==> config.mk <==
export PLATFORM = sky130hd
export DESIGN_NAME = axis_latch_sync_config
export DESIGN_NICKNAME = d
export VERILOG_FILES = /design/src/hw/axis_env_pkg.sv /design/src/hw/sync_out_select.sv /design/src/hw/axis_latch_sync_config.sv
export SDC_FILE = /design/constraint.sdc
export NUM_CORES = 1
export LEC_CHECK = 0
export ABC_AREA = 1
export BUFFER_PORTS_ARGS = -buffer_cell sky130_fd_sc_hd__buf_2
export CAP_MARGIN = 15
export CORE_ASPECT_RATIO = 0.8
export CORE_UTILIZATION = 48
export DETAILED_ROUTE_END_ITERATION = 16
export GPL_TIMING_DRIVEN = 0
export PLACE_DENSITY = 0.87
export SETUP_SLACK_MARGIN = 0.1
export SLEW_MARGIN = 40
export SYNTH_ARGS = -nofsm -noshare
export SYNTH_HDL_FRONTEND = slang
export SYNTH_SLANG_ARGS = --single-unit
==> constraint.sdc <==
create_clock -name ref_clk_in -period 6.1 [get_ports ref_clk_in]
set_input_delay 1.22 -clock ref_clk_in [delete_from_list [all_inputs] [get_ports ref_clk_in]]
set_output_delay 1.22 -clock ref_clk_in [all_outputs]
set_load 0.02 [all_outputs]
==> src/hw/axis_env_pkg.sv <==
package axis_env_pkg;

    // ********************************
    // register map
    // ********************************
    localparam logic [3:0] ADDR_ENV5      = 4'h0;
    localparam logic [3:0] ADDR_MAIN_STAT = 4'h1;
    localparam logic [3:0] ADDR_INT_CAUSE = 4'h2;
    localparam logic [3:0] ADDR_ERR_CAUSE = 4'h3;
    localparam logic [3:0] ADDR_COMMAND   = 4'h4;
    localparam logic [3:0] ADDR_IRQ_STAT  = 4'h5;
    localparam logic [3:0] ADDR_IRQ_MASK  = 4'h6;
    localparam logic [3:0] ADDR_LATCH1    = 4'h8;
    localparam logic [3:0] ADDR_LATCH2    = 4'h9;
    localparam logic [3:0] ADDR_LATCH3    = 4'hA;
    localparam logic [3:0] ADDR_LATCH4    = 4'hB;

    localparam logic [31:0] ENV5_RESET    = 32'h0000_0000;
    localparam logic [31:0] ENV5_WMASK    = 32'h0FFF_F800;

    // ********************************
    // field positions of the environment word
    // ********************************
    localparam int LIMIT_STOP_BIT  = 11;
    localparam int LATCH_TRIG_LSB  = 12;
    localparam int LATCH_SPEED_BIT = 14;
    localparam int HW_LATCH_OFF    = 15;
    localparam int SYNC_OUT_LSB    = 16;
    localparam int SYNC_IN_LSB     = 20;
    localparam int MAIN_HOLD_BIT   = 22;
    localparam int CAUSE_HOLD_BIT  = 23;
    localparam int CLR_ON_LATCH_LSB = 24;

    // ********************************
    // commands
    // ********************************
    localparam logic [7:0] CMD_START       = 8'h01;
    localparam logic [7:0] CMD_SOFT_LATCH  = 8'h02;
    localparam logic [7:0] CMD_CLR_EVENT_A = 8'h2D;
    localparam logic [7:0] CMD_CLR_EVENT_B = 8'h2E;
    localparam logic [7:0] CMD_WR_ERR      = 8'hB2;
    localparam logic [7:0] CMD_WR_INT      = 8'hB3;

    // interrupt status bits
    localparam int IRQ_LIMIT_STOP = 0;
    localparam int IRQ_LATCHED    = 1;
    localparam int IRQ_SYNC       = 2;
    localparam int IRQ_W          = 3;

    // error cause bit for the end-limit stop
    localparam int ERR_LIMIT_BIT  = 0;
    localparam int INT_LATCH_BIT  = 0;

    typedef enum logic [1:0] {
        ST_IDLE = 2'b00,
        ST_RUN  = 2'b01,
        ST_HALT = 2'b11
    } run_state_t;

    typedef struct packed {
        logic [4:0] cmp_met;
        logic       accel_start;
        logic       accel_end;
        logic       decel_start;
        logic       decel_end;
    } profile_events_t;

    typedef struct packed {
        logic latch;
        logic origin;
        logic limit_pos;
        logic limit_neg;
        logic pulser_drive;
        logic dir_pos;
    } field_inputs_t;

endpackage

==> src/hw/sync_out_select.sv <==
module sync_out_select (
    input  wire logic                           ref_clk_in,
    input  wire logic                           rst_in,
    input  wire logic [3:0]                     code_in,
    input  wire axis_env_pkg::profile_events_t  events_in,
    output logic                                sync_out
);

    logic sel;

    always_comb begin
        case (code_in)
            4'h1, 4'h2, 4'h3, 4'h4, 4'h5: sel = events_in.cmp_met[code_in[2:0] - 3'h1];
            4'h8: sel = events_in.accel_start;
            4'h9: sel = events_in.accel_end;
            4'hA: sel = events_in.decel_start;
            4'hB: sel = events_in.decel_end;
            default: sel = 1'b0;
        endcase
    end

    always_ff @(posedge ref_clk_in or posedge rst_in) begin
        if (rst_in) begin
            sync_out <= 1'b0;
        end else begin
            sync_out <= sel;
        end
    end

    a_unassigned_quiet: assert property (@(posedge ref_clk_in) disable iff (rst_in)
        (!(code_in inside {4'h1, 4'h2, 4'h3, 4'h4, 4'h5, 4'h8, 4'h9, 4'hA, 4'hB}))
        |=> !sync_out)
        else $error("sync output active on unassigned code");

    a_cmp_follow: assert property (@(posedge ref_clk_in) disable iff (rst_in)
        (code_in == 4'h3 && events_in.cmp_met[2]) |=> sync_out)
        else $error("sync output missed comparator event");

endmodule

==> src/hw/axis_latch_sync_config.sv <==
module axis_latch_sync_config #(
    parameter int CNT_W = 28
) (
    input  wire logic                           ref_clk_in,
    input  wire logic                           rst_in,
    input  wire logic [3:0]                     addr_in,
    input  wire logic [31:0]                    wdata_in,
    input  wire logic                           wr_in,
    input  wire logic                           rd_in,
    output logic      [31:0]                    rdata_out,
    input  wire axis_env_pkg::field_inputs_t    field_in,
    input  wire axis_env_pkg::profile_events_t  events_in,
    input  wire logic [3:0]                     axis_sync_in,
    input  wire logic [CNT_W-1:0]               command_position_counter_in,
    input  wire logic [CNT_W-1:0]               mechanical_position_counter_in,
    input  wire logic [CNT_W-1:0]               deflection_counter_in,
    input  wire logic [CNT_W-1:0]               general_purpose_counter_in,
    input  wire logic [CNT_W-1:0]               speed_in,
    input  wire logic                           event_a_in,
    input  wire logic                           event_b_in,
    input  wire logic [7:0]                     int_cause_set_in,
    input  wire logic [7:0]                     err_cause_set_in,
    output logic [3:0]                          counter_clear_out,
    output logic                                sync_out,
    output logic                                run_out,
    output logic                                irq_out
);

    // ********************************
    // environment register and commands
    // ********************************
    logic [31:0] env_r;
    logic        cmd_wr;
    logic [7:0]  cmd;

    assign cmd_wr = wr_in && addr_in == axis_env_pkg::ADDR_COMMAND;
    assign cmd    = wdata_in[7:0];

    always_ff @(posedge ref_clk_in or posedge rst_in) begin
        if (rst_in) begin
            env_r <= axis_env_pkg::ENV5_RESET;
        end else if (wr_in && addr_in == axis_env_pkg::ADDR_ENV5) begin
            env_r <= wdata_in & axis_env_pkg::ENV5_WMASK;
        end
    end

    logic [1:0] trig_sel;
    logic [3:0] sync_sel;
    logic [1:0] sync_src;
    logic [3:0] clr_on_latch;
    logic       main_hold;
    logic       cause_hold;

    assign trig_sel     = env_r[axis_env_pkg::LATCH_TRIG_LSB +: 2];
    assign sync_sel     = env_r[axis_env_pkg::SYNC_OUT_LSB +: 4];
    assign sync_src     = env_r[axis_env_pkg::SYNC_IN_LSB +: 2];
    assign clr_on_latch = env_r[axis_env_pkg::CLR_ON_LATCH_LSB +: 4];
    assign main_hold    = env_r[axis_env_pkg::MAIN_HOLD_BIT];
    assign cause_hold   = env_r[axis_env_pkg::CAUSE_HOLD_BIT];

    // ********************************
    // latch trigger
    // ********************************
    logic       hw_trig;
    logic       latch_fire;
    logic       soft_latch;
    logic       latch_in_d_r;
    logic       origin_d_r;

    always_ff @(posedge ref_clk_in or posedge rst_in) begin
        if (rst_in) begin
            latch_in_d_r <= 1'b0;
            origin_d_r   <= 1'b0;
        end else begin
            latch_in_d_r <= field_in.latch;
            origin_d_r   <= field_in.origin;
        end
    end

    always_comb begin
        case (trig_sel)
            2'b00:   hw_trig = field_in.latch && !latch_in_d_r;
            2'b01:   hw_trig = field_in.origin && !origin_d_r;
            2'b10:   hw_trig = events_in.cmp_met[3];
            2'b11:   hw_trig = events_in.cmp_met[4];
            default: hw_trig = 1'b0;
        endcase
    end

    assign soft_latch = cmd_wr && cmd == axis_env_pkg::CMD_SOFT_LATCH;
    assign latch_fire = soft_latch || (hw_trig && !env_r[axis_env_pkg::HW_LATCH_OFF]);

    // ********************************
    // latched values
    // ********************************
    logic [CNT_W-1:0] latch_r [4];
    logic [CNT_W-1:0] capture [4];

    assign capture[0] = command_position_counter_in;
    assign capture[1] = mechanical_position_counter_in;
    assign capture[2] = env_r[axis_env_pkg::LATCH_SPEED_BIT] ? speed_in : deflection_counter_in;
    assign capture[3] = general_purpose_counter_in;

    // all four slots load on the same edge so software sees one coherent snapshot
    for (genvar i = 0; i < 4; i++) begin : g_latch
        always_ff @(posedge ref_clk_in or posedge rst_in) begin
            if (rst_in) begin
                latch_r[i] <= '0;
            end else if (latch_fire) begin
                latch_r[i] <= capture[i];
            end
        end
        assign counter_clear_out[i] = latch_fire && clr_on_latch[i];
    end

    // ********************************
    // sync output and sync start
    // ********************************
    sync_out_select u_sync (
        .ref_clk_in (ref_clk_in),
        .rst_in     (rst_in),
        .code_in    (sync_sel),
        .events_in  (events_in),
        .sync_out   (sync_out)
    );

    logic sync_start;
    assign sync_start = axis_sync_in[sync_src];

    // ********************************
    // run control with end-limit stop
    // ********************************
    axis_env_pkg::run_state_t state_r;
    logic limit_hit;
    logic cmd_start;

    assign cmd_start = cmd_wr && cmd == axis_env_pkg::CMD_START;
    assign limit_hit = env_r[axis_env_pkg::LIMIT_STOP_BIT] && field_in.pulser_drive
                       && (field_in.dir_pos ? field_in.limit_pos : field_in.limit_neg);

    always_ff @(posedge ref_clk_in or posedge rst_in) begin
        if (rst_in) begin
            state_r <= axis_env_pkg::ST_IDLE;
        end else begin
            case (state_r)
                axis_env_pkg::ST_IDLE: begin
                    if (cmd_start || sync_start) begin
                        state_r <= axis_env_pkg::ST_RUN;
                    end
                end
                axis_env_pkg::ST_RUN: begin
                    if (limit_hit) begin
                        state_r <= axis_env_pkg::ST_HALT;
                    end
                end
                axis_env_pkg::ST_HALT: begin
                    // sync start alone must not restart after a limit stop
                    if (cmd_start) begin
                        state_r <= axis_env_pkg::ST_RUN;
                    end
                end
                default: state_r <= axis_env_pkg::ST_IDLE;
            endcase
        end
    end

    assign run_out = state_r == axis_env_pkg::ST_RUN;

    // ********************************
    // status flags
    // ********************************
    logic [1:0] main_flags_r;
    logic [7:0] int_cause_r;
    logic [7:0] err_cause_r;
    logic       rd_main;
    logic       rd_int;
    logic       rd_err;
    logic       limit_evt;

    assign rd_main   = rd_in && addr_in == axis_env_pkg::ADDR_MAIN_STAT;
    assign rd_int    = rd_in && addr_in == axis_env_pkg::ADDR_INT_CAUSE;
    assign rd_err    = rd_in && addr_in == axis_env_pkg::ADDR_ERR_CAUSE;
    assign limit_evt = state_r == axis_env_pkg::ST_RUN && limit_hit;

    // set wins over every clear below
    always_ff @(posedge ref_clk_in or posedge rst_in) begin
        if (rst_in) begin
            main_flags_r <= 2'h0;
        end else begin
            main_flags_r <= (main_flags_r
                & ~{2{rd_main && !main_hold}}
                & ~{cmd_wr && cmd == axis_env_pkg::CMD_CLR_EVENT_B,
                    cmd_wr && cmd == axis_env_pkg::CMD_CLR_EVENT_A})
                | {event_b_in, event_a_in};
        end
    end

    always_ff @(posedge ref_clk_in or posedge rst_in) begin
        if (rst_in) begin
            int_cause_r <= 8'h00;
            err_cause_r <= 8'h00;
        end else begin
            int_cause_r <= (int_cause_r
                & ~{8{rd_int && !cause_hold}}
                & ~((cmd_wr && cmd == axis_env_pkg::CMD_WR_INT) ? wdata_in[15:8] : 8'h00))
                | int_cause_set_in | {7'h00, latch_fire};
            err_cause_r <= (err_cause_r
                & ~{8{rd_err && !cause_hold}}
                & ~((cmd_wr && cmd == axis_env_pkg::CMD_WR_ERR) ? wdata_in[15:8] : 8'h00))
                | err_cause_set_in | {7'h00, limit_evt};
        end
    end

    // ********************************
    // interrupt status and mask
    // ********************************
    logic [axis_env_pkg::IRQ_W-1:0] irq_stat_r;
    logic [axis_env_pkg::IRQ_W-1:0] irq_mask_r;
    logic [axis_env_pkg::IRQ_W-1:0] irq_set;
    logic                           sync_d_r;

    always_ff @(posedge ref_clk_in or posedge rst_in) begin
        if (rst_in) begin
            sync_d_r <= 1'b0;
        end else begin
            sync_d_r <= sync_out;
        end
    end

    assign irq_set = {sync_out && !sync_d_r, latch_fire, limit_evt};

    always_ff @(posedge ref_clk_in or posedge rst_in) begin
        if (rst_in) begin
            irq_stat_r <= '0;
        end else begin
            irq_stat_r <= (irq_stat_r & ~((wr_in && addr_in == axis_env_pkg::ADDR_IRQ_STAT)
                ? wdata_in[axis_env_pkg::IRQ_W-1:0] : '0)) | irq_set;
        end
    end

    always_ff @(posedge ref_clk_in or posedge rst_in) begin
        if (rst_in) begin
            irq_mask_r <= '0;
        end else if (wr_in && addr_in == axis_env_pkg::ADDR_IRQ_MASK) begin
            irq_mask_r <= wdata_in[axis_env_pkg::IRQ_W-1:0];
        end
    end

    assign irq_out = |(irq_stat_r & irq_mask_r);

    // ********************************
    // read data, one cycle after the strobe
    // ********************************
    logic [31:0] rd_mux;

    always_comb begin
        case (addr_in)
            axis_env_pkg::ADDR_ENV5:      rd_mux = env_r;
            axis_env_pkg::ADDR_MAIN_STAT: rd_mux = {28'h0, run_out, state_r == axis_env_pkg::ST_HALT,
                                                    main_flags_r};
            axis_env_pkg::ADDR_INT_CAUSE: rd_mux = {24'h0, int_cause_r};
            axis_env_pkg::ADDR_ERR_CAUSE: rd_mux = {24'h0, err_cause_r};
            axis_env_pkg::ADDR_IRQ_STAT:  rd_mux = {29'h0, irq_stat_r};
            axis_env_pkg::ADDR_IRQ_MASK:  rd_mux = {29'h0, irq_mask_r};
            axis_env_pkg::ADDR_LATCH1:    rd_mux = 32'(latch_r[0]);
            axis_env_pkg::ADDR_LATCH2:    rd_mux = 32'(latch_r[1]);
            axis_env_pkg::ADDR_LATCH3:    rd_mux = 32'(latch_r[2]);
            axis_env_pkg::ADDR_LATCH4:    rd_mux = 32'(latch_r[3]);
            default:                      rd_mux = 32'h0000_0000;
        endcase
    end

    always_ff @(posedge ref_clk_in or posedge rst_in) begin
        if (rst_in) begin
            rdata_out <= 32'h0000_0000;
        end else if (rd_in) begin
            rdata_out <= rd_mux;
        end else begin
            rdata_out <= 32'h0000_0000;
        end
    end

    // ********************************
    // checks
    // ********************************
    a_hw_latch_off: assert property (@(posedge ref_clk_in) disable iff (rst_in)
        (env_r[axis_env_pkg::HW_LATCH_OFF] && !soft_latch) |-> !latch_fire)
        else $error("hardware latch taken while disabled");

    a_latch_slot3: assert property (@(posedge ref_clk_in) disable iff (rst_in)
        (latch_fire && env_r[axis_env_pkg::LATCH_SPEED_BIT]) |=> latch_r[2] == $past(speed_in))
        else $error("speed not latched into deflection slot");

    a_latch_all: assert property (@(posedge ref_clk_in) disable iff (rst_in)
        latch_fire |=> latch_r[0] == $past(command_position_counter_in) && latch_r[3] == $past(general_purpose_counter_in))
        else $error("counters not latched together");

    a_clear_same: assert property (@(posedge ref_clk_in) disable iff (rst_in)
        counter_clear_out[1] |-> latch_fire && clr_on_latch[1])
        else $error("counter cleared outside a latch");

    a_trig_origin: assert property (@(posedge ref_clk_in) disable iff (rst_in)
        (trig_sel == 2'b01 && !env_r[axis_env_pkg::HW_LATCH_OFF] && $rose(field_in.origin))
        |-> latch_fire)
        else $error("origin edge did not latch");

    a_limit_halt: assert property (@(posedge ref_clk_in) disable iff (rst_in)
        (state_r == axis_env_pkg::ST_RUN && limit_hit) |=>
        state_r == axis_env_pkg::ST_HALT && err_cause_r[axis_env_pkg::ERR_LIMIT_BIT])
        else $error("limit did not stop the axis");

    a_halt_needs_start: assert property (@(posedge ref_clk_in) disable iff (rst_in)
        (state_r == axis_env_pkg::ST_HALT && !cmd_start) |=> state_r == axis_env_pkg::ST_HALT)
        else $error("axis left limit stop without start");

    a_main_hold: assert property (@(posedge ref_clk_in) disable iff (rst_in)
        (rd_main && main_hold && main_flags_r[0] && !cmd_wr) |=> main_flags_r[0])
        else $error("held main flag cleared by read");

    a_cause_clear: assert property (@(posedge ref_clk_in) disable iff (rst_in)
        (rd_int && !cause_hold && int_cause_set_in == 8'h00 && !latch_fire) |=> int_cause_r == 8'h00)
        else $error("cause register not cleared on read");

endmodule

==> metrics list <==
- Clock Path Buffers: 2
- Sum of routed wire segments on met1: 12420 µm
- Clock buffer count from CTS: 17
- Clock tree from TritonCTS: yes
- Min Clock Period, post-route: 4.115 ns
- Diode count: 0
* Setup clock skew after layout: 0.01036 ns
- Sequential standard cell area: 0.004679 mm²
- Violation count after the first detailed-route iteration: 948
- Clock slew at reported path FFs: 0.07 ns
- Highest net fanout along the worst path: 10
- Required time of the worst setup path: 4.88 ns
* Floorplan die area: 0.01950 mm²
* Effective utilization at floorplan: 49.58%
- Setup repair after global routing left no endpoint under its margin.
* Worst Hold Depth: 0
- Relative to the synthesized area, the layout overhead comes to 25.89%.
- In this run, post-CTS repair resized a total of 0 instances.
* Cts hold-fix bufs: 0
* WHS: 0.4095 ns
- In the routed layout, each cell is associated on average with a via count of 5.275.
* Leakage dissipation: 0.006387 µW
* Path type of the worst min-delay path: reg -> reg
- Headroom to the max-slew limit came out at 48.61%.
- The core region is 0.01833 mm².
* Crit Reg-Reg Startpoint: env_r[12]
* Final Hold Violating Endpoints: 0
- The worst-case IR drop observed on VDD is 163.1 µV.
- The wire-length estimate of the detail-placed layout is 21660 µm.
* Antenna violations before repair: 0
- Detailed routing placed a total of 2586 µm of wire on met3.
* Number of DRC violations after detailed routing: 0
* Clk_lat worst skew: 0.44 ns
- Synth Register Bits: 187
- Max_cap viols: 0
- Clk sink count: 187
* Post-route ant nets: 0
* Vias in the first global route: 8641
- Area of the multi-input gates: 0.003866 mm²
* Reg2reg path depth: 8
- Unique masters post-synth: 29
- Global-route wire length before repair: 44820 µm
* Slew at the pin with the worst max-slew slack: 0.7709 ns
- Number of cells produced by synthesis: 1157
- The worst setup path is captured at an output port.
* Type of element launching the critical path: input pin
* Fraction of final layout cells with drive strength greater than 1: 25.29%
- The flow ran to the end, and the final reports show no timing, DRC or antenna violations.
- In this run the critical register-to-register path is captured at latch_r[3].
- After detailed routing, the total wire length is 28680 µm.
- Biggest area consumer among synthesized cells: dfrtp_1
- Combined area of all synthesized cells: 0.009090 mm²
- Final net count: 1655
- Die Wd: 155.9 µm
* Endpoint arrival time on the critical path: 2.90 ns
* Std-Cell Rows: 44
- Sink of the worst hold path: sync_d_r
- The layout has 1619 filler cells.
* Hold Path Origin: u_sync.sync_out
- The routed design uses 13200 µm of met2 wire.
* Total count of max-transition violations in the final report: 0
- Number of buffers inserted to repair setup after CTS: 0
* Ports: 256
- Area share of the largest cell type after synthesis: 51.48%
- For this run the aggregate overflow at the end of global routing stands at 0.
- Once layout is complete, the utilization of the core stands at 62.42%.
- In the global route stage, overall resource usage came out at 30.36%.
- Ratio of final minimum period to clock period: 67.46%
- Sequential-to-total area share from yosys stat: 51.48%
- The setup path with the least slack is of type in -> out.
- Drt wl/cell: 16.87 µm
- Power Density: 353.6 mW/mm²
- The final route contains 8968 vias.
- For the final routed database, the setup TNS stands at 0 ns.
* Upper clock frequency limit: 243.0 MHz
- R2r setup slk: 4.08 ns
- In this run the tool buffered the top-level ports with 247 buffer cells.
* Height of the chip: 125.1 µm
- Synthesis Warnings: 0
- Pin count of the biggest net entering global routing: 28
- Mean instance size in the synthesized netlist: 7.856 µm²
- The H-tree was split into 4 levels.
* Final setup violation count: 0
* Root buffer selected by CTS: clkbuf_16
* Area contributors post-synth: dfrtp_1 51%, nand2_1 19%, nand3_1 9.9%, nor2_1 4.4%, mux2_2 3.5%
- Top routing layer in use: met4
* Final weighted congestion in routability-driven placement: 0.9366
- The first detailed-routing pass ran for 5 iterations.
-- cell usage after synthesis (all sizes together) --
cell type and number:
xor2 1, nand3 181, ha 4, a31oi 3, nor3b 2, o21ai 14
o211ai 1, nand3b 3, inv 64, mux2 28, dfrtp 187, and3 1
nand2 454, buf 46, clkbuf 11, conb 1, a21oi 25, o21bai 14
nand4 4, nor2 113
-- logic make-up (layout without fill, tap and decap cells) --
logic type                 count (synthesis)  after routing  share of synthesized area (%)
buffers and inverters                    121            408                          6.112
AOI/OAI and AO/OA                         57             57                          3.593
other                                      1              4                        0.04125
adders and majority gates                  4              4                         0.5506
muxes                                     28             28                          3.469
and+or+nand+nor                          758            758                          34.66
xor gates and xnor gates                   1              1                        0.09637
DFF                                      187            187                          51.48
-- stage by stage --
stage               total power [µW]  cells  setup slack [ns]  instance area [µm²]
floorplan                       2545   1160             2.474                 9105
global placement                2863   1660             1.407                10660
detailed placement              2935   1668             2.012                10860
CTS                             4040   1700             2.002                11440
global route                    4277   1700             1.909                11440
finish                          4046   1700             1.985                11440
-- where the power goes --
part / internal, µW / leakage (µW) / switching, µW / total [µW]
Clock: 577 / 0.000271 / 525 / 1100
Combinational: 420 / 0.00387 / 610 / 1030
Sequential: 1650 / 0.00224 / 265 / 1910
Total: 2650 / 0.00639 / 1400 / 4050
-- worst max-delay path by stage --
stage | cells after the start | end | slack, ns | start
after floorplan | 1 | env_r[11] | 2.47 | rst_in
final | 10 | counter_clear_out[3] | 1.98 | addr_in[1]
after global placement | 2 | rdata_out[10] | 1.41 | rst_in
after global routing | 10 | counter_clear_out[0] | 1.91 | addr_in[1]
after detailed placement | 10 | counter_clear_out[0] | 2.01 | addr_in[1]
after CTS | 10 | counter_clear_out[0] | 2.00 | addr_in[1]
-- worst max-delay path, cell delays in order --
cell      delay [ns]
buf_2           0.14
nor2_4          0.19
nand2_2         0.09
nor2_4          0.21
nand3b_4        0.16
nand2_2         0.18
buf_6           0.22
inv_2           0.09
nor2_1          0.18
buf_2           0.20
-- routing by layer --
| layer | GRT usage, % | vias to the layer above |
|---|---|---|
| met5 | 0 | - |
| met4 | 8.708 | 0 |
| met3 | 4.887 | 50 |
| met2 | 47.90 | 480 |
| met1 | 43.23 | 4220 |
| li1 | - | 4218 |
-- sequential cells by signal, indices dropped and copies added (netlist names) --
| signal | count |
|---|---|
| u_sync.sync_out | 1 |
| latch_in_d_r | 1 |
| latch_r | 112 |
| main_flags_r | 2 |
| env_r | 17 |
| sync_d_r | 1 |
| state_r | 2 |
| rdata_out | 28 |
| origin_d_r | 1 |
| irq_stat_r | 3 |
| irq_mask_r | 3 |
| err_cause_r | 8 |
| int_cause_r | 8 |
-- area by class of cell --
cell class / instances / share of cell area (%)
plain buffers: 57 / 2.755
clock buffers: 17 / 3.717
clock inverters: 15 / 1.356
inverters: 64 / 2.132
multi-input cells: 852 / 33.79
flip-flops and latches: 187 / 40.89
well taps: 253 / 2.766
repair buffers: 255 / 12.60
-- cells in the final DEF (no fill, tap or decap) --
cell        synthesis  final
o21bai_1           14     14
nand4_1             4      4
xor2_1              1      1
clkbuf_16           0     17
clkbuf_1           11     11
inv_1              62     61
nor2_2              4      4
buf_6               7      7
nand2_2             2      2
a31oi_1             3      3
bufinv_16           0      1
buf_2              27    274
mux2_2             28     28
buf_12              0      2
a21oi_1            25     25
nand3b_1            2      2
nor2_1            107    107
o21ai_0            14     14
nor2_4              2      2
nand3_1           180    180
clkinvlp_4          0      5
inv_6               0      7
and3_1              1      1
dfrtp_1           187    187
buf_16              0      6
buf_1               8      8
inv_2               2      2
nand3b_4            1      1
ha_1                4      4
o211ai_1            1      1
nand3_2             1      1
clkinv_8            0      1
nor3b_1             2      2
conb_1              1      4
buf_4               4      4
nand2_1           452    452
clkinv_4            0      2
(Power assumes the default switching activity.)
